**src/rtl/wdt_wake_pkg.sv**
```systemverilog
package wdt_wake_pkg;

	////////////////////////////////////////////////////////////////////////
	// Register offsets on the plain register port
	localparam int          ADDR_WIDTH             = 2;
	localparam logic [1:0]  OFF_WATCHDOG_CONTROL   = 2'h0;
	localparam logic [1:0]  OFF_SYSTEM_RESET_FLAGS = 2'h1;
	localparam logic [1:0]  OFF_PORT_A_WAKE_ENABLE = 2'h2;
	localparam logic [1:0]  OFF_POWER_STATUS       = 2'h3;

	// Values after power-up
	localparam logic [7:0]  WATCHDOG_CONTROL_RESET = 8'h53;
	localparam logic [7:0]  PORT_A_WAKE_RESET      = 8'h00;

	// Watchdog control fields
	localparam int          PATTERN_MSB            = 7;
	localparam int          PATTERN_LSB            = 3;
	localparam int          SELECT_MSB             = 2;
	localparam logic [4:0]  PATTERN_DISABLE        = 5'h15;
	localparam logic [4:0]  PATTERN_ENABLE         = 5'h0A;

	// System reset flags fields
	localparam int          KEEP_ON_BIT            = 7;
	localparam int          LOW_VOLTAGE_BIT        = 2;
	localparam int          VOLTAGE_REG_BIT        = 1;
	localparam int          WATCHDOG_REG_BIT       = 0;

	// Power status fields (read only)
	localparam int          POWER_DOWN_BIT         = 0;
	localparam int          TIMEOUT_BIT            = 1;
	localparam int          HIGH_READY_BIT         = 2;
	localparam int          LOW_READY_BIT          = 3;

	////////////////////////////////////////////////////////////////////////
	// Timing: system clock and low-speed RC tick divider
	localparam int          SYS_CLK_HZ             = 125_000_000;
	localparam int          LOW_RC_HZ              = 32_000;
	localparam logic [11:0] LOW_RC_DIV_LAST        =
		12'(SYS_CLK_HZ / LOW_RC_HZ - 1);
	localparam logic [1:0]  BAD_PATTERN_TICKS      = 2'h3;
	localparam logic [11:0] HIGH_STAB_CYCLES       = 12'h400;
	localparam logic [11:0] LOW_STAB_CYCLES        = 12'h800;
	localparam int          WDT_COUNT_WIDTH        = 18;

	// Power state, Gray along deep sleep -> wake high -> wake low -> run
	typedef enum logic [2:0] {
		RUN        = 3'h0,
		DEEP_SLEEP = 3'h1,
		WAKE_HIGH  = 3'h3,
		WAKE_LOW   = 3'h2,
		WDT_SLEEP  = 3'h5,
		IDLE_OFF   = 3'h4,
		IDLE_ON    = 3'h6
	} power_state_type;

endpackage

```
**src/rtl/watchdog_wake_control.sv**
```systemverilog
// Our own choices: the address map and the strobed register port.
module watchdog_wake_control #(
	parameter int PORT_A_WIDTH = 8,
	parameter int IRQ_COUNT    = 4
) (
	input  wire logic                    clk,
	input  wire logic                    reset,
	input  wire logic [1:0]              regAddr,
	input  wire logic [7:0]              regWrData,
	input  wire logic                    regWrite,
	input  wire logic                    regRead,
	output logic      [7:0]              regRdData,
	input  wire logic                    haltExec,
	input  wire logic                    clearWdtExec,
	input  wire logic                    idleSelect,
	input  wire logic                    fastWakeEnable,
	input  wire logic                    highCrystalSelect,
	input  wire logic                    lowCrystalSelect,
	input  wire logic                    sysClkOnSub,
	input  wire logic                    lowCrystalClkPin,
	input  wire logic [PORT_A_WIDTH-1:0] portAPin,
	input  wire logic [IRQ_COUNT-1:0]    irqRequest,
	input  wire logic [IRQ_COUNT-1:0]    irqEnable,
	input  wire logic                    stackFull,
	input  wire logic                    lowVoltageResetEvent,
	input  wire logic                    voltageRegResetEvent,
	output logic                         cpuRun,
	output logic                         powerDown,
	output logic                         deviceReset,
	output logic                         wakeResume,
	output logic                         wakeIrqEntry,
	output logic                         wakePcSpReset,
	output logic                         highOscEnable,
	output logic                         sysClkOnLowRc,
	output logic                         subClkRun,
	output logic                         periphClkOnSub
);

	////////////////////////////////////////////////////////////////////////
	// Declarations
	localparam int WDT_COUNT_WIDTH_L = wdt_wake_pkg::WDT_COUNT_WIDTH;

	wdt_wake_pkg::power_state_type state_reg;
	wdt_wake_pkg::power_state_type state_next;

	logic [PORT_A_WIDTH-1:0] portASync1_reg;
	logic [PORT_A_WIDTH-1:0] portASync2_reg;
	logic [PORT_A_WIDTH-1:0] portAPrev_reg;
	logic [PORT_A_WIDTH-1:0] portAWakeEnable_reg;
	logic                    lowXtalSync1_reg;
	logic                    lowXtalSync2_reg;
	logic                    lowXtalPrev_reg;
	logic [11:0]             lowRcCount_reg;
	logic                    lowRcTick;
	logic                    lowXtalTick;
	logic                    subTick;
	logic [7:0]              watchdogControl_reg;
	logic                    keepOn_reg;
	logic                    lowVoltageFlag_reg;
	logic                    voltageRegFlag_reg;
	logic                    watchdogRegFlag_reg;
	logic                    badPending_reg;
	logic [1:0]              badTicks_reg;
	logic                    badReset;
	logic [WDT_COUNT_WIDTH_L-1:0] wdtCount_reg;
	logic [WDT_COUNT_WIDTH_L-1:0] wdtLast;
	logic                    wdtEnabled;
	logic                    wdtTimeout;
	logic                    powerDownFlag_reg;
	logic                    timeoutFlag_reg;
	logic                    highOscReady_reg;
	logic                    lowOscReady_reg;
	logic                    lowStartNeeded_reg;
	logic                    fastWake_reg;
	logic [11:0]             stabCount_reg;
	logic                    stabDone;
	logic [IRQ_COUNT-1:0]    irqBlocked_reg;
	logic                    sleeping;
	logic                    portAWake;
	logic                    irqWake;
	logic                    irqEntry;
	logic                    wakeEvent;
	logic                    haltTaken;
	logic                    clearTaken;
	logic                    wdtWrite;
	logic                    ctrlWrite;

	////////////////////////////////////////////////////////////////////////
	// Pin synchronisers; logic reads the second stage and the delayed third stage
	always_ff @(posedge clk or posedge reset) begin
		if (reset) begin
			portASync1_reg   <= '1;
			portASync2_reg   <= '1;
			portAPrev_reg    <= '1;
			lowXtalSync1_reg <= 1'b0;
			lowXtalSync2_reg <= 1'b0;
			lowXtalPrev_reg  <= 1'b0;
		end else begin
			portASync1_reg   <= portAPin;
			portASync2_reg   <= portASync1_reg;
			portAPrev_reg    <= portASync2_reg;
			lowXtalSync1_reg <= lowCrystalClkPin;
			lowXtalSync2_reg <= lowXtalSync1_reg;
			lowXtalPrev_reg  <= lowXtalSync2_reg;
		end
	end

	// Low-speed RC tick divider from the system clock
	always_ff @(posedge clk or posedge reset) begin
		if (reset) begin
			lowRcCount_reg <= 12'h000;
		end else if (lowRcCount_reg == wdt_wake_pkg::LOW_RC_DIV_LAST) begin
			lowRcCount_reg <= 12'h000;
		end else begin
			lowRcCount_reg <= lowRcCount_reg + 12'h001;
		end
	end

	// Sub clock tick: RC divider or crystal rising edge
	assign lowRcTick   = lowRcCount_reg == wdt_wake_pkg::LOW_RC_DIV_LAST;
	assign lowXtalTick = lowXtalSync2_reg & ~lowXtalPrev_reg;
	assign subTick     = lowCrystalSelect ? lowXtalTick : lowRcTick;

	////////////////////////////////////////////////////////////////////////
	// Register writes and decoded control
	assign wdtWrite   = regWrite &&
		regAddr == wdt_wake_pkg::OFF_WATCHDOG_CONTROL;
	assign ctrlWrite  = regWrite &&
		regAddr == wdt_wake_pkg::OFF_SYSTEM_RESET_FLAGS;
	assign wdtEnabled = watchdogControl_reg[wdt_wake_pkg::PATTERN_MSB:
		wdt_wake_pkg::PATTERN_LSB] != wdt_wake_pkg::PATTERN_DISABLE;
	assign subClkRun  = wdtEnabled;

	// Watchdog control; returns to power-up value on its own reset
	always_ff @(posedge clk or posedge reset) begin
		if (reset) begin
			watchdogControl_reg <= wdt_wake_pkg::WATCHDOG_CONTROL_RESET;
		end else if (badReset) begin
			watchdogControl_reg <= wdt_wake_pkg::WATCHDOG_CONTROL_RESET;
		end else if (wdtWrite) begin
			watchdogControl_reg <= regWrData;
		end
	end

	// Port A wake enables
	always_ff @(posedge clk or posedge reset) begin
		if (reset) begin
			portAWakeEnable_reg <= PORT_A_WIDTH'(wdt_wake_pkg::PORT_A_WAKE_RESET);
		end else if (regWrite &&
				regAddr == wdt_wake_pkg::OFF_PORT_A_WAKE_ENABLE) begin
			portAWakeEnable_reg <= regWrData[PORT_A_WIDTH-1:0];
		end
	end

	// Bad enable pattern: count RC ticks, then reset
	always_ff @(posedge clk or posedge reset) begin
		if (reset) begin
			badPending_reg <= 1'b0;
			badTicks_reg   <= 2'h0;
		end else if (badReset) begin
			badPending_reg <= 1'b0;
			badTicks_reg   <= 2'h0;
		end else if (wdtWrite) begin
			badPending_reg <= regWrData[wdt_wake_pkg::PATTERN_MSB:
				wdt_wake_pkg::PATTERN_LSB] != wdt_wake_pkg::PATTERN_DISABLE &&
				regWrData[wdt_wake_pkg::PATTERN_MSB:
				wdt_wake_pkg::PATTERN_LSB] != wdt_wake_pkg::PATTERN_ENABLE;
			badTicks_reg   <= 2'h0;
		end else if (badPending_reg && lowRcTick) begin
			badTicks_reg   <= badTicks_reg + 2'h1;
		end
	end

	// Third RC tick after the write ends 2 to 3 full periods
	assign badReset = badPending_reg && lowRcTick &&
		badTicks_reg == wdt_wake_pkg::BAD_PATTERN_TICKS - 2'h1;

	// System reset flags: hardware set wins over software clear
	always_ff @(posedge clk or posedge reset) begin
		if (reset) begin
			keepOn_reg          <= 1'b0;
			lowVoltageFlag_reg  <= 1'b0;
			voltageRegFlag_reg  <= 1'b0;
			watchdogRegFlag_reg <= 1'b0;
		end else begin
			if (ctrlWrite) begin
				keepOn_reg <= regWrData[wdt_wake_pkg::KEEP_ON_BIT];
			end
			if (lowVoltageResetEvent) begin
				lowVoltageFlag_reg <= 1'b1;
			end else if (ctrlWrite &&
					!regWrData[wdt_wake_pkg::LOW_VOLTAGE_BIT]) begin
				lowVoltageFlag_reg <= 1'b0;
			end
			if (voltageRegResetEvent) begin
				voltageRegFlag_reg <= 1'b1;
			end else if (ctrlWrite &&
					!regWrData[wdt_wake_pkg::VOLTAGE_REG_BIT]) begin
				voltageRegFlag_reg <= 1'b0;
			end
			if (badReset) begin
				watchdogRegFlag_reg <= 1'b1;
			end else if (ctrlWrite &&
					!regWrData[wdt_wake_pkg::WATCHDOG_REG_BIT]) begin
				watchdogRegFlag_reg <= 1'b0;
			end
		end
	end

	////////////////////////////////////////////////////////////////////////
	// Watchdog counter and timeout
	always_comb begin
		unique case (watchdogControl_reg[wdt_wake_pkg::SELECT_MSB:0])
			3'h0: wdtLast = WDT_COUNT_WIDTH_L'(18'h000FF);
			3'h1: wdtLast = WDT_COUNT_WIDTH_L'(18'h003FF);
			3'h2: wdtLast = WDT_COUNT_WIDTH_L'(18'h00FFF);
			3'h3: wdtLast = WDT_COUNT_WIDTH_L'(18'h03FFF);
			3'h4: wdtLast = WDT_COUNT_WIDTH_L'(18'h07FFF);
			3'h5: wdtLast = WDT_COUNT_WIDTH_L'(18'h0FFFF);
			3'h6: wdtLast = WDT_COUNT_WIDTH_L'(18'h1FFFF);
			3'h7: wdtLast = WDT_COUNT_WIDTH_L'(18'h3FFFF);
		endcase
	end

	assign haltTaken  = haltExec && state_reg == wdt_wake_pkg::RUN;
	assign clearTaken = clearWdtExec && cpuRun;
	assign wdtTimeout = wdtEnabled && subTick &&
		wdtCount_reg == wdtLast;

	// Count sub ticks while enabled; clears win over counting
	always_ff @(posedge clk or posedge reset) begin
		if (reset) begin
			wdtCount_reg <= '0;
		end else if (clearTaken) begin
			wdtCount_reg <= '0;
		end else if (haltTaken) begin
			wdtCount_reg <= '0;
		end else if (wdtTimeout || badReset || !wdtEnabled) begin
			wdtCount_reg <= '0;
		end else if (subTick) begin
			wdtCount_reg <= wdtCount_reg + 1'b1;
		end
	end

	////////////////////////////////////////////////////////////////////////
	// Wake sources
	assign sleeping  = state_reg == wdt_wake_pkg::DEEP_SLEEP ||
		state_reg == wdt_wake_pkg::WDT_SLEEP ||
		state_reg == wdt_wake_pkg::IDLE_OFF ||
		state_reg == wdt_wake_pkg::IDLE_ON;
	assign portAWake = |(portAPrev_reg & ~portASync2_reg &
		portAWakeEnable_reg);
	assign irqWake   = |(irqRequest & ~irqBlocked_reg);
	assign irqEntry  = |(irqRequest & ~irqBlocked_reg & irqEnable) &&
		!stackFull;
	assign wakeEvent = sleeping &&
		(portAWake || irqWake || wdtTimeout);

	// Requests already pending at halt are barred from waking
	always_ff @(posedge clk or posedge reset) begin
		if (reset) begin
			irqBlocked_reg <= '0;
		end else if (haltTaken) begin
			irqBlocked_reg <= irqRequest;
		end
	end

	// Wake cause pulses; watchdog first, then interrupt entry, then resume for pin or other interrupt
	always_ff @(posedge clk or posedge reset) begin
		if (reset) begin
			wakeResume    <= 1'b0;
			wakeIrqEntry  <= 1'b0;
			wakePcSpReset <= 1'b0;
		end else begin
			wakePcSpReset <= wakeEvent && wdtTimeout;
			wakeIrqEntry  <= wakeEvent && !wdtTimeout && irqEntry;
			wakeResume    <= wakeEvent && !wdtTimeout &&
				!irqEntry;
		end
	end

	// Device reset: running timeout or bad enable pattern
	always_ff @(posedge clk or posedge reset) begin
		if (reset) begin
			deviceReset <= 1'b0;
		end else begin
			deviceReset <= badReset ||
				(wdtTimeout && !sleeping);
		end
	end

	// Power-down and timeout flags; set wins over clear
	always_ff @(posedge clk or posedge reset) begin
		if (reset) begin
			powerDownFlag_reg <= 1'b0;
			timeoutFlag_reg   <= 1'b0;
		end else begin
			if (haltTaken) begin
				powerDownFlag_reg <= 1'b1;
			end else if (clearTaken) begin
				powerDownFlag_reg <= 1'b0;
			end
			if (wdtTimeout) begin
				timeoutFlag_reg <= 1'b1;
			end else if (haltTaken) begin
				timeoutFlag_reg <= 1'b0;
			end
		end
	end

	////////////////////////////////////////////////////////////////////////
	// Power state machine
	always_comb begin
		state_next = state_reg;
		unique case (state_reg)
			wdt_wake_pkg::RUN: begin
				if (haltTaken) begin
					if (idleSelect) begin
						state_next = keepOn_reg ? wdt_wake_pkg::IDLE_ON :
							wdt_wake_pkg::IDLE_OFF;
					end else begin
						state_next = wdtEnabled ? wdt_wake_pkg::WDT_SLEEP :
							wdt_wake_pkg::DEEP_SLEEP;
					end
				end
			end
			wdt_wake_pkg::DEEP_SLEEP,
			wdt_wake_pkg::WDT_SLEEP,
			wdt_wake_pkg::IDLE_OFF: begin
				if (wakeEvent) begin
					state_next = wdt_wake_pkg::WAKE_HIGH;
				end
			end
			wdt_wake_pkg::IDLE_ON: begin
				if (wakeEvent) begin
					state_next = wdt_wake_pkg::RUN;
				end
			end
			wdt_wake_pkg::WAKE_HIGH: begin
				if (stabDone) begin
					state_next = (lowCrystalSelect && lowStartNeeded_reg) ?
						wdt_wake_pkg::WAKE_LOW : wdt_wake_pkg::RUN;
				end
			end
			wdt_wake_pkg::WAKE_LOW: begin
				if (stabDone) begin
					state_next = wdt_wake_pkg::RUN;
				end
			end
			default: state_next = wdt_wake_pkg::RUN;
		endcase
	end

	// Power-up starts as a wake from the deepest sleep
	always_ff @(posedge clk or posedge reset) begin
		if (reset) begin
			state_reg <= wdt_wake_pkg::WAKE_HIGH;
		end else begin
			state_reg <= state_next;
		end
	end

	// Shared stabilise counter, restarted on each phase entry
	assign stabDone = (state_reg == wdt_wake_pkg::WAKE_HIGH &&
		stabCount_reg == wdt_wake_pkg::HIGH_STAB_CYCLES - 12'h001) ||
		(state_reg == wdt_wake_pkg::WAKE_LOW &&
		stabCount_reg == wdt_wake_pkg::LOW_STAB_CYCLES - 12'h001);

	always_ff @(posedge clk or posedge reset) begin
		if (reset) begin
			stabCount_reg <= 12'h000;
		end else if (stabDone || state_next != state_reg) begin
			stabCount_reg <= 12'h000;
		end else if (state_reg == wdt_wake_pkg::WAKE_HIGH ||
				state_reg == wdt_wake_pkg::WAKE_LOW) begin
			stabCount_reg <= stabCount_reg + 12'h001;
		end
	end

	// Oscillator ready flags and crystal restart need
	always_ff @(posedge clk or posedge reset) begin
		if (reset) begin
			highOscReady_reg   <= 1'b0;
			lowOscReady_reg    <= 1'b0;
			lowStartNeeded_reg <= 1'b1;
		end else if (haltTaken && !(idleSelect && keepOn_reg)) begin
			highOscReady_reg   <= 1'b0;
			lowStartNeeded_reg <= !wdtEnabled && !idleSelect;
			if (!wdtEnabled && !idleSelect) begin
				lowOscReady_reg <= 1'b0;
			end
		end else if (stabDone &&
				state_reg == wdt_wake_pkg::WAKE_HIGH) begin
			highOscReady_reg <= 1'b1;
			if (!(lowCrystalSelect && lowStartNeeded_reg)) begin
				lowOscReady_reg <= 1'b1;
			end
		end else if (stabDone) begin
			lowOscReady_reg    <= 1'b1;
			lowStartNeeded_reg <= 1'b0;
		end
	end

	// Fast wake: watchdog sleep, high crystal, enable set
	always_ff @(posedge clk or posedge reset) begin
		if (reset) begin
			fastWake_reg <= 1'b0;
		end else if (wakeEvent) begin
			fastWake_reg <= state_reg == wdt_wake_pkg::WDT_SLEEP &&
				highCrystalSelect && fastWakeEnable;
		end else if (state_reg == wdt_wake_pkg::RUN) begin
			fastWake_reg <= 1'b0;
		end
	end

	// Core and clock status outputs
	assign sysClkOnLowRc = fastWake_reg &&
		state_reg == wdt_wake_pkg::WAKE_HIGH;
	assign cpuRun        = state_reg == wdt_wake_pkg::RUN ||
		state_reg == wdt_wake_pkg::WAKE_LOW || sysClkOnLowRc;
	assign powerDown     = sleeping;
	assign highOscEnable = !(state_reg == wdt_wake_pkg::DEEP_SLEEP ||
		state_reg == wdt_wake_pkg::WDT_SLEEP ||
		state_reg == wdt_wake_pkg::IDLE_OFF);

	// Peripheral clock source tracks the system clock
	always_ff @(posedge clk or posedge reset) begin
		if (reset) begin
			periphClkOnSub <= 1'b0;
		end else begin
			periphClkOnSub <= sysClkOnSub || sysClkOnLowRc;
		end
	end

	////////////////////////////////////////////////////////////////////////
	// Read data, valid the cycle after the read strobe
	always_ff @(posedge clk or posedge reset) begin
		if (reset) begin
			regRdData <= 8'h00;
		end else if (regRead) begin
			unique case (regAddr)
				wdt_wake_pkg::OFF_WATCHDOG_CONTROL:
					regRdData <= watchdogControl_reg;
				wdt_wake_pkg::OFF_SYSTEM_RESET_FLAGS:
					regRdData <= {keepOn_reg, 4'h0, lowVoltageFlag_reg,
						voltageRegFlag_reg, watchdogRegFlag_reg};
				wdt_wake_pkg::OFF_PORT_A_WAKE_ENABLE:
					regRdData <= 8'(portAWakeEnable_reg);
				wdt_wake_pkg::OFF_POWER_STATUS:
					regRdData <= {4'h0, lowOscReady_reg, highOscReady_reg,
						timeoutFlag_reg, powerDownFlag_reg};
			endcase
		end else begin
			regRdData <= 8'h00;
		end
	end

endmodule

```
**config.mk**
```make
export PLATFORM = sky130hd
export DESIGN_NAME = watchdog_wake_control
export DESIGN_NICKNAME = d
export VERILOG_FILES = /design/src/rtl/wdt_wake_pkg.sv /design/src/rtl/watchdog_wake_control.sv
export SDC_FILE = /design/constraint.sdc
export NUM_CORES = 1
export LEC_CHECK = 0
export BUFFER_PORTS_ARGS = -buffer_cell sky130_fd_sc_hd__buf_2
export CAP_MARGIN = 15
export CELL_PAD_IN_SITES_DETAIL_PLACEMENT = 2
export CELL_PAD_IN_SITES_GLOBAL_PLACEMENT = 2
export CORE_MARGIN = 2
export CORE_UTILIZATION = 38
export DETAILED_ROUTE_END_ITERATION = 7
export PLACE_DENSITY_LB_ADDON = 0.1
export SLEW_MARGIN = 25
export SYNTH_ARGS = -nofsm -noshare
export SYNTH_HDL_FRONTEND = slang
export SYNTH_SLANG_ARGS = --single-unit
```
**constraint.sdc**
```tcl
create_clock -name clk -period 3.6 [get_ports clk]
set_input_delay 0.18 -clock clk [delete_from_list [all_inputs] [get_ports clk]]
set_output_delay 0.18 -clock clk [all_outputs]
set_load 0.01 [all_outputs]
```
# Word level (Yosys, flattened, before mapping)
# Memories as Yosys holds them, arrays and structs flattened.
# Index checks and enable logic that the tools add are counted.
[totals] reg_bits=118 mem_count=1 romBits=80 out_inout_bits=18 inputBits=41 wordCells=190
[op_classes] muxes=49 addsub=4 reduce_logical=76 n_eq_ne=21 bitwise_logic=8
[mem_list] name="(no name shown)" words=8 word_bits=10 read_ports=1 rd_clocked_by_memory_dff=0 write_ports=0 line_no="watchdog_wake_control.sv:213" text="unique case (watchdogControl_reg[wdt_wake_pkg::SELECT_MSB:0])"
[op_table] cell="2-to-1 mux 18 bit" n=4
[op_table] cell="2-to-1 mux 12 bit" n=3
[op_table] cell="case mux 8 bit (4 select lines)" n=1
[op_table] cell="logical AND 1 bit" n=30
[op_table] cell="2-to-1 mux 1 bit" n=25
[op_table] cell="adder 12 x 1 -> 12 bit, second input constant" n=2
[op_table] cell="2-to-1 mux 8 bit" n=3
[op_table] cell="2-to-1 mux 3 bit" n=7
[op_table] cell="nonzero test 2 bit" n=10
[op_table] cell="adder 18 x 1 -> 18 bit, second input constant" n=1
[op_table] cell="equality test 18 bit" n=1
[op_table] cell="bitwise AND 8 bit" n=2
[op_table] cell="case mux 3 bit (5 select lines)" n=1
[op_table] cell="logical OR 1 bit" n=14
[op_table] cell="equality test 12 x 10 -> 1 bit, second input constant" n=1
[op_table] cell="equality test 12 x 11 -> 1 bit, second input constant" n=1
[op_table] cell="equality test 12 bit, second input constant" n=1
[op_table] cell="logical NOT 1 bit" n=11
[op_table] cell="2-to-1 mux 2 bit" n=5
[op_table] cell="inequality test 5 bit, second input constant" n=2
[op_table] cell="equality test 3 bit, second input constant" n=3
[op_table] cell="bitwise AND 4 bit" n=2
[op_table] cell="inverter 8 bit" n=1
[op_table] cell="OR reduction 4 bit" n=2
[op_table] cell="other kinds (21)" n=25

# Depth between registers and ports, before layout
# Gate-level depths: netlist of run 1.
[depth] word_depth=12 ltp_mapped=10 mapped_depth_nobuf=8

# Worst setup path before layout of run 1
# No wires, ideal clock.
[synth_timing] path_type="register to register" from="register lowRcCount_reg[3]" to="register fastWake_reg" t_arrival_ns=2.343 period_less_slack_ns=2.414 required_ns=3.529 slack_ns=1.186 path_stages_with_launch=9 cell_sequence="dfrtp_1 or3_4 o41ai_4 nand4_1 or4_1 buf_2 buf_6 a211o_1 nand3_1"
[synth_between] elab_chain_cells=7 word_cells_on_any_way=8 cone_classes="eq/ne (1); mux (2); reduce/logical (5)"
[synth_rtl] item="from (decl)" line_no="watchdog_wake_control.sv:53" text="logic [11:0] lowRcCount_reg;"
[synth_rtl] item="from (signal assigned)" line_no="watchdog_wake_control.sv:115" text="lowRcCount_reg <= lowRcCount_reg + 12'h001;"
[synth_rtl] item="equality test 12 bit (*)" line_no="watchdog_wake_control.sv:120" text="assign lowRcTick = lowRcCount_reg == wdt_wake_pkg::LOW_RC_DIV_LAST;"
[synth_rtl] item="2-to-1 mux 1 bit (*)" line_no="watchdog_wake_control.sv:122" text="assign subTick = lowCrystalSelect ? lowXtalTick : lowRcTick;"
[synth_rtl] item="logical AND 1 bit (*) (2 in a row)" line_no="watchdog_wake_control.sv:227" text="assign wdtTimeout = wdtEnabled && subTick &&"
[synth_rtl] item="logical OR 1 bit (*)" line_no="watchdog_wake_control.sv:257" text="(portAWake || irqWake || wdtTimeout);"
[synth_rtl] item="logical AND 1 bit (*)" line_no="watchdog_wake_control.sv:256" text="assign wakeEvent = sleeping &&"
[synth_rtl] item="2-to-1 mux 1 bit or nonzero test 2 bit (tied branches)"
[synth_rtl] item="to (signal assigned)" line_no="watchdog_wake_control.sv:409" text="fastWake_reg <= state_reg == wdt_wake_pkg::WDT_SLEEP &&"
[synth_rtl] item="to (decl)" line_no="watchdog_wake_control.sv:74" text="logic fastWake_reg;"
# Mark *: on every way between the ends. The rest lies on a longest branch, timed or not.
# A chain may end at the register's enable or synchronous reset.

# Final worst setup path of run 1
[layout_timing] from="register lowRcCount_reg[3]" to="register stabCount_reg[4]"
[layout_between] elab_chain_cells=11 word_cells_on_any_way=13 cone_classes="eq/ne (2); mux (5); reduce/logical (6)"
[layout_rtl] item="equality test 12 bit (*)" line_no="watchdog_wake_control.sv:120"
[layout_rtl] item="2-to-1 mux 1 bit (*)" line_no="watchdog_wake_control.sv:122"
[layout_rtl] item="logical AND 1 bit (*) (2 in a row)" line_no="watchdog_wake_control.sv:227"
[layout_rtl] item="logical OR 1 bit (*)" line_no="watchdog_wake_control.sv:257"
[layout_rtl] item="logical AND 1 bit (*)" line_no="watchdog_wake_control.sv:256"
[layout_rtl] item="2-to-1 mux 3 bit, on equally long branches" line_no="watchdog_wake_control.sv:335, watchdog_wake_control.sv:330"
[layout_rtl] item="case mux 3 bit (5 select lines) (*)" line_no="watchdog_wake_control.sv:315" text="unique case (state_reg)"
[layout_rtl] item="inequality test 3 bit (*)" line_no="watchdog_wake_control.sv:372" text="end else if (stabDone || state_next != state_reg) begin"
[layout_rtl] item="logical OR 1 bit (*)" line_no="watchdog_wake_control.sv:372"
[layout_rtl] item="2-to-1 mux 12 bit or nonzero test 2 bit (tied branches)"
[layout_rtl] item="to (signal assigned)" line_no="watchdog_wake_control.sv:376" text="stabCount_reg <= stabCount_reg + 12'h001;"
[layout_rtl] item="to (decl)" line_no="watchdog_wake_control.sv:75" text="logic [11:0] stabCount_reg;"
# Marked as above.

==> results of run 1 <==
## cell usage in the layout (no fill, tap or decap), drive strengths merged, types with 6 or more instances in the layout
cell / Yosys / layout
nand2: 68 / 68
nor2: 66 / 66
inv: 8 / 10
nor3: 9 / 9
nand4: 9 / 9
and3: 18 / 18
o21ai: 14 / 14
dfstp: 31 / 31
dfrtp: 87 / 87
clkbuf: 15 / 28
mux2: 10 / 10
a21oi: 14 / 14
mux2i: 6 / 6
nand2b: 7 / 7
dlygate4sd3: 0 / 16
and2: 8 / 8
nand3b: 10 / 10
xnor2: 25 / 25
xor2: 14 / 14
nand3: 23 / 23
buf: 3 / 65
## cell families (layout without fill, tap and decap cells)
logic type,after synthesis,in the layout,synth area share [%]
AND/OR/NAND/NOR,239,239,22.3
AO/OA/AOI/OAI,51,51,6.61
adder cells (fa/ha/maj),5,5,1.19
multiplexers,19,19,4.56
buffers and inverters,26,121,2.04
flip-flops,118,118,56.8
XOR/XNOR,39,39,6.49
## power by group
part / switching [mW] / internal [mW] / leakage [nW]
Clock: 0.598 / 1.08 / 0.297
Combinational: 0.422 / 0.298 / 1.26
Sequential: 0.170 / 1.52 / 1.45
Total: 1.19 / 2.89 / 3.02
## worst min-delay path, cell delays in order
cell	delay, ns
buf_2	0.10
nand2_1	0.05
nand2_1	0.06
## cell type report
class	count	share of cell area [%]
Timing Repair Buffer	81	7.72
Clock inverter	4	0.403
Sequential cell	118	45.9
Multi-Input combinational cell	353	33.3
Tap cell	180	3.46
Inverter	8	0.499
Clock buffer	28	8.76
## path summary, 6_finish.rpt
check	slack [ns]	cells after the start	from	end
setup / recovery	0.72	6	lowRcCount_reg[3]	stabCount_reg[4]
hold / removal	0.008	3	irqRequest[3]	irqBlocked_reg[3]
setup reg to reg	0.72	6	lowRcCount_reg[3]	stabCount_reg[4]
hold reg to reg	0.35	0	lowXtalSync1_reg	lowXtalSync2_reg
max in group asynchronous	2.29	4	reset	portASync1_reg[6]
min in group asynchronous	0.46	3	reset	stabCount_reg[11]
## layer usage
layer / track usage (%) / vias to the layer above / wire, um
met5: 0 / - / 0
met3: 4.45 / 20 / 470
li1: - / 1883 / -
met1: 28.8 / 2101 / 6660
met4: 7.90 / 0 / 257
met2: 35.4 / 83 / 7110
## timing repair
action	in CTS	in global routing
gates resized for setup	0	0
hold buffers	16	0
endpoints found under the hold margin	56	0
buffers inserted	0	0
==> impl_metrics.yaml, run 1 <==
run_status:
  status: "finished, final reports clean"
cells_and_area:
  nets: 625
  stdcell_count: 772
  design_area_um2: 6520
  largest_reg_flops: 18
  synthToLayoutAreaGrowth_pct: 23.7
  diodes: 0
  final_core_util_pct: 47.5
  n_fill_cell: 1428
  multi_input_area_um2: 2170
  area.sequential_um2: 2990
  layout-drive-gt1-share_pct: 24.3
synth:
  synth_ff_type: "dfrtp_1"
  syn-mean-instance-area_um2: 10.6
  yosys-top-cells-area: "dfrtp_1 41%, dfstp_2 15%, nand2_1 4.8%"
  ys_ff_latch: 118
  ys_seq_area_share_pct: 56.8
  syn_area_um2: 5270
  synth_top_area_share_pct: 41.3
  yosys_warnings: 0
  synth_nets: 543
  yosys-top-cells-count: "87 x dfrtp_1, 68 x nand2_1, 66 x nor2_1"
  synth_cell_type_count: 48
  synth_cells: 497
  synthArstFlopShare_pct: 100
  yosysMostFrequentCell: "dfrtp_1"
  yosysTopAreaCell: "dfrtp_1"
  synth-edff-count: 0
route:
  vias: 4087
  first_iter_violations: 170
  firstDrtPassIters: 4
  viasPerCell: 5.29
  drt-wirelength-per-cell_um: 18.8
  post-route-drc-count: 0
  antenna_left: 0
  wl_mm: 14.5
sta:
  setup_viol_count_final: 0
  skew_ns: 0.00774
  tns_ns: 0
  min_period_over_period_pct: 80.1
  slew_headroom_pct: 45.4
  fmax_ghz: 0.347
  tightest_slew_ns: 0.813
  worst_slack_ns: 0.717
  drv_slew: 0
  hold_slack_ns: 0.00767
  period_minus_slack_ns: 2.88
  rsz0062_at_grt: "no"
  finalHoldViolCount: 0
setup_path:
  slowest_stage: "or4_1"
  crit_path_start_kind: "flip-flop"
  critical_path.top_delay_family: "simple AND/OR/NAND/NOR gates"
  path_buf_inv: 0
  cp_max_fo: 14
  path_class: "flip-flop to flip-flop"
  crit_chain: "or3_4 -> o41ai_4 -> nand4_1 -> or4_1 -> a41oi_1 -> nor2_1"
  arrival_ns: 3.17
  cp-end-kind: "flip-flop"
  slowest_delay_ns: 0.72
  required_ns: 3.89
power_and_ir_drop:
  powerDensity_nw_per_um2: 627
  ir_drop_v: 0.000321
  p_total_mw: 4.08
  power.leakage_nw: 3.02
placement:
  dp_hpwl_mm: 10.1
  dp_cells: 724
  place_area_um2: 5760
  post-place-ws_ns: 0.707
  port_buffers: 58
  gp_congestion: 0.743
clock_network:
  cts_buffer_depth: 2
  cts_made_buffers: 17
  clk_latency_ns: 0.42
  cts_max_level: 4
  cts_sinks: 118
  cts_root_buf: "clkbuf_16"
  cts.clk_slew.worst_paths_ns: 0.06
  cts_tree: "built"
floorplanning:
  die_h_um: 122
  initial_utilization_pct: 38.4
  io_pins: 59
  coreArea_um2: 13700
  dieWidth_um: 122
  die_area_um2: 14800
  rows: 43
global_routing:
  grt_pass1_vias: 4595
  grt_overflow: 0
  grt_pass1_wl_mm: 24.5
  grt_use_total_pct: 21.7
  grt_max_degree: 58
  grt_antenna_before_repair: 1
run:
  max_cap_violations: 0
worst_hold_path:
  min_path_type: "primary input to flip-flop"
(Power assumes the default switching activity.)
==> run 2, diff against run 1 <==
clock period = 2.7 ns   (was 3.6 ns; I/O delays follow)
==> run 2 against run 1 <==
Critical endpoint is now stabCount_reg[8]. Sequential share of layout area decreased by 1.1 points. Register-to-register slack got worse by 0.52 ns. Total power increased by 31%. Clock skew increased by 0.0025 ns. Flip-flop and latch count unchanged. Combinational power increased by 43%. Global-route usage increased by 0.93 points. Maximum frequency increased by 15%. Die area unchanged. Sequential power increased by 33%.
==> impl_metrics.yaml, run 2 (same netlist as run 1, synthesis figures left out) <==
power_and_ir_drop:
  p_total_mw: 5.35
  ir_drop_v: 0.000435
  powerDensity_nw_per_um2: 802
  pwr-share-clk_pct: 38.8
  internal_power_mw: 3.65
  combPwrFrac_pct: 19.2
  power.leakage_nw: 3.06
  p_sw_mw: 1.70
  swShare_pct: 31.8
  pwr-share-seq_pct: 42.0
setup_path:
  arrival_ns: 2.79
  reg2reg_to: "stabCount_reg[8]"
  required_ns: 2.99
  cp_max_fo: 14
  path_class: "flip-flop to flip-flop"
  cp-end-kind: "flip-flop"
  r2r-start: "wdtCount_reg[11]"
  reg2reg_depth: 7
  rrSetupSlack_ns: 0.20
  crit_path_start_kind: "flip-flop"
sta:
  min_period_over_period_pct: 92.6
  fmax_ghz: 0.400
  tns_ns: 0
  finalHoldViolCount: 0
  setup_viol_count_final: 0
  skew_ns: 0.0103
  period_minus_slack_ns: 2.50
  rsz0062_at_grt: "no"
  tightest_slew_ns: 0.777
  drv_slew: 0
  slew_headroom_pct: 47.8
cells_and_area:
  largest_reg_flops: 18
  layout_common_cells: "87 x dfrtp_1, 68 x nand2_1, 66 x nor2_1"
  design_area_um2: 6680
  synthToLayoutAreaGrowth_pct: 26.8
  final_core_util_pct: 48.7
  final_common_cell: "dfrtp_1"
  layout-drive-gt1-share_pct: 25.6
  nets: 643
worst_hold_path:
  min_from: "regWrData[7]"
  min_path_type: "primary input to flip-flop"
  hold_depth: 3
  whs_endpoint: "watchdogControl_reg[7]"
placement:
  gp_congestion: 0.764
  port_buffers: 58
  place_area_um2: 5850
  dp_hpwl_mm: 10.3
floorplanning:
  die_area_um2: 14800
  die_h_um: 122
  io_pins: 59
  coreArea_um2: 13700
  initial_utilization_pct: 38.4
  dieWidth_um: 122
  rows: 43
run_status:
  status: "finished, final reports clean"
global_routing:
  grt_max_degree: 39
  grt_overflow: 0
  grt_pass1_wl_mm: 25.6
  grt_use_total_pct: 22.6
  grt_antenna_before_repair: 0
  grt_pass1_vias: 4777
clock_network:
  postCtsSetupBuffers: 0
  cts.clk_slew.worst_paths_ns: 0.06
  cts_root_buf: "clkbuf_16"
  cts_sinks: 118
  cts_made_buffers: 17
  cts_max_level: 4
  cts_tree: "built"
  clk_latency_ns: 0.42
  cts_buffer_depth: 2
route:
  vias: 4168
  post-route-drc-count: 0
  wl_mm: 15.7
  first_iter_violations: 161
  drt-wirelength-per-cell_um: 19.8
  viasPerCell: 5.27
  firstDrtPassIters: 4
  antenna_left: 0
run:
  max_cap_violations: 0
==> run 2: cell count changes in the layout (fill, tap and decap cells not counted), sizes merged <==
cell / previous run / this run
clkbuf: 28 / 19
dlygate4sd3: 16 / 26
buf: 65 / 73
clkinvlp: 0 / 5
diode: 0 / 1
clkinv: 2 / 6
==> run 2: power by group through the flow <==
stage / Clock [mW] / Sequential [mW] / Combinational, mW
after global placement: 0 / 2.25 / 0.917
final: 2.08 / 2.25 / 1.03
after global routing: 2.19 / 2.28 / 1.16
after CTS: 2.12 / 2.25 / 1.01
after detailed placement: 0 / 2.27 / 0.959
after floorplan: 0 / 2.16 / 0.692
==> run 2: final cells by class <==
| cell class | instances | area, um2 |
|---|---|---|
| sequential | 118 | 2990 |
| fill | 1410 | 7040 |
| tap | 180 | 225 |
| timing repair buffer | 99 | 688 |
| antenna | 1 | 2.50 |
| clock buffer | 19 | 443 |
| inverter | 8 | 33.8 |
| multi-input combinational | 353 | 2190 |
| clock inverter | 13 | 101 |
==> run 2: critical path, cell delays in order, from the launching register on <==
cell	delay [ns]
dfrtp_1	0.42
or4_1	0.54
nor2_1	0.13
o221ai_1	0.14
or4_1	0.56
buf_4	0.23
a41oi_2	0.28
nor2_1	0.08
==> run 2: what timing repair did <==
item,in CTS,in global routing
setup endpoints to repair,0,28
hold buffers,26,0
resized for setup,0,3
endpoints found under the hold margin,49,0
==> run 2: metrics by stage <==
stage | cells | hold slack, ns | setup WS (ns)
3_3_place_gp | 732 | 0.194 | 0.217
2_1_floorplan | 497 | 0.139 | 0.286
4_1_cts | 790 | 0.00940 | 0.0578
3_5_place_dp | 732 | 0.206 | 0.0281
6_report | 791 | 0.0202 | 0.201
5_1_grt | 790 | 0.0393 | 0.0480
==> run 2: worst max path at each step <==
stage,from,end,slack [ns],cells after the start
final,wdtCount_reg[11],stabCount_reg[8],0.20,7
after floorplan,lowRcCount_reg[3],fastWake_reg,0.29,8
after global placement,lowRcCount_reg[3],stabCount_reg[8],0.22,7
after CTS,wdtCount_reg[16],stabCount_reg[6],0.06,7
after detailed placement,wdtCount_reg[16],stabCount_reg[6],0.03,7
after global routing,wdtCount_reg[16],stabCount_reg[8],0.05,7
==> run 2: per-layer routing <==
metal | GRT usage (%) | part of all wire (%) | vias to the layer above
met5 | 0 | 0 | -
met4 | 8.19 | 2.0 | 0
met3 | 4.49 | 2.8 | 22
li1 | - | - | 1914
met1 | 28.3 | 44 | 2157
met2 | 39.0 | 51 | 75
==> run 3, diff against run 2 <==
PLACE_DENSITY = 0.77   (was default)
PLACE_DENSITY_LB_ADDON = default   (was 0.1)
==> run 3 against run 2 <==
Clock skew down 0.0030 ns. Global-route usage up 1.5 points. First-iteration DRC count up 46%. Hold slack worse by 0.0053 ns. Setup slack better by 0.075 ns. Critical path type unchanged. Largest power group is now clock. Highest routed layer unchanged.
==> impl_metrics.yaml, run 3 (same netlist as run 1, synthesis figures left out) <==
run_status:
  status: "finished, final reports clean"
run:
  max_cap_violations: 0
floorplanning:
  initial_utilization_pct: 38.4
  die_h_um: 122
  die_area_um2: 14800
  coreArea_um2: 13700
  io_pins: 59
  rows: 43
  dieWidth_um: 122
sta:
  fmax_ghz: 0.413
  rsz0062_at_grt: "no"
  min_period_over_period_pct: 89.8
  slew_headroom_pct: 54.4
  tightest_slew_ns: 0.683
  drv_slew: 0
  finalHoldViolCount: 0
  skew_ns: 0.00728
  setup_viol_count_final: 0
  period_minus_slack_ns: 2.42
clock_network:
  clk_latency_ns: 0.42
  cts.clk_slew.worst_paths_ns: 0.06
  cts_root_buf: "clkbuf_16"
  cts_made_buffers: 17
  cts_tree: "built"
  cts_max_level: 4
  cts_sinks: 118
  cts_buffer_depth: 2
  postCtsSetupBuffers: 0
power_and_ir_drop:
  ir_drop_v: 0.000456
  power.leakage_nw: 3.11
  powerDensity_nw_per_um2: 848
  p_total_mw: 5.72
setup_path:
  cp_max_fo: 10
  required_ns: 2.99
  cp-end-kind: "flip-flop"
  arrival_ns: 2.72
  path_class: "flip-flop to flip-flop"
  crit_path_start_kind: "flip-flop"
cells_and_area:
  nets: 641
  synthToLayoutAreaGrowth_pct: 27.9
  diodes: 0
  largest_reg_flops: 18
  final_core_util_pct: 49.1
  layout_common_cells: "87 x dfrtp_1, 68 x nand2_1, 66 x nor2_1"
  layout-drive-gt1-share_pct: 26.2
  final_common_cell: "dfrtp_1"
route:
  viasPerCell: 5.39
  wl_mm: 16.6
  post-route-drc-count: 0
  firstDrtPassIters: 7
  antenna_left: 0
  drt-wirelength-per-cell_um: 21.1
  vias: 4246
  first_iter_violations: 235
global_routing:
  grt_use_total_pct: 24.1
  grt_antenna_before_repair: 0
  grt_pass1_vias: 4805
  grt_pass1_wl_mm: 26.8
  grt_overflow: 0
  grt_max_degree: 66
placement:
  port_buffers: 58
  dp_hpwl_mm: 10.7
  gp_congestion: 0.844
worst_hold_path:
  min_path_type: "primary input to flip-flop"
run 3: changes by cell type in the layout (fill, tap and decap cells not counted), moves of 2 or more:
cell / before / now
buf_4: 13 / 15
clkinv_4: 4 / 1
clkinvlp_4: 5 / 2
inv_4: 0 / 2
dlygate4sd3_1: 26 / 23
clkbuf_16: 17 / 21
run 3: report_power, final:
group | internal (mW) | switching, mW
Clock | 1.52 | 0.875
Combinational | 0.424 | 0.634
Sequential | 2.02 | 0.236
Total | 3.97 | 1.75
run 3: stage by stage:
step / cells / area (um2) / worst slack (ns) / hold WS (ns) / setup TNS, ns
final: 788 / 6740 / 0.276 / 0.0149 / 0
after global routing: 788 / 6740 / 0.129 / 0.0308 / 0
after CTS: 788 / 6720 / 0.00422 / 0.00317 / 0
after detailed placement: 733 / 5840 / -0.0186 / 0.243 / -0.0206
after global placement: 733 / 5840 / 0.126 / 0.239 / 0
after floorplan: 497 / 5270 / 0.286 / 0.139 / 0
run 3: worst paths after layout:
kind	end	start	depth (start not counted)	slack [ns]
setup reg to reg	stabCount_reg[5]	lowRcCount_reg[3]	6	0.28
hold reg to reg	portASync2_reg[0]	portASync1_reg[0]	0	0.36
setup / recovery	stabCount_reg[5]	lowRcCount_reg[3]	6	0.28
min in group asynchronous	lowRcCount_reg[0]	reset	3	0.37
hold / removal	watchdogControl_reg[4]	regWrData[4]	3	0.01
max in group asynchronous	portAPrev_reg[7]	reset	4	1.49
run 3: routing by layer:
layer | vias up | track usage, % | share of wire, %
met1 | 2232 | 29.9 | 42
li1 | 1913 | - | -
met5 | - | 0 | 0
met2 | 80 | 42.2 | 54
met3 | 21 | 5.01 | 2.9
met4 | 0 | 7.54 | 1.7
run 3: repair_timing:
item                       in CTS  in global routing
hold endpoints to repair       52                  0
resized for setup               1                  3
setup endpoints to repair       6                 31
hold buffers                   23                  0
run 3: critical path, stage by stage (launching register included):
cell     delay, ns
dfrtp_1       0.43
or3_4         0.42
o41ai_4       0.32
nand4_1       0.16
or4_4         0.56
a31oi_4       0.30
nor2_1        0.10
run 3: final cells by class:
class                   count  area, um2
multi-input cells         353       2190
inverters                   8       33.8
flip-flops and latches    118       2990
well taps                 180        225
repair buffers             97        653
fillers                  1429       6980
clock inverters            10       98.8
clock buffers              22        539
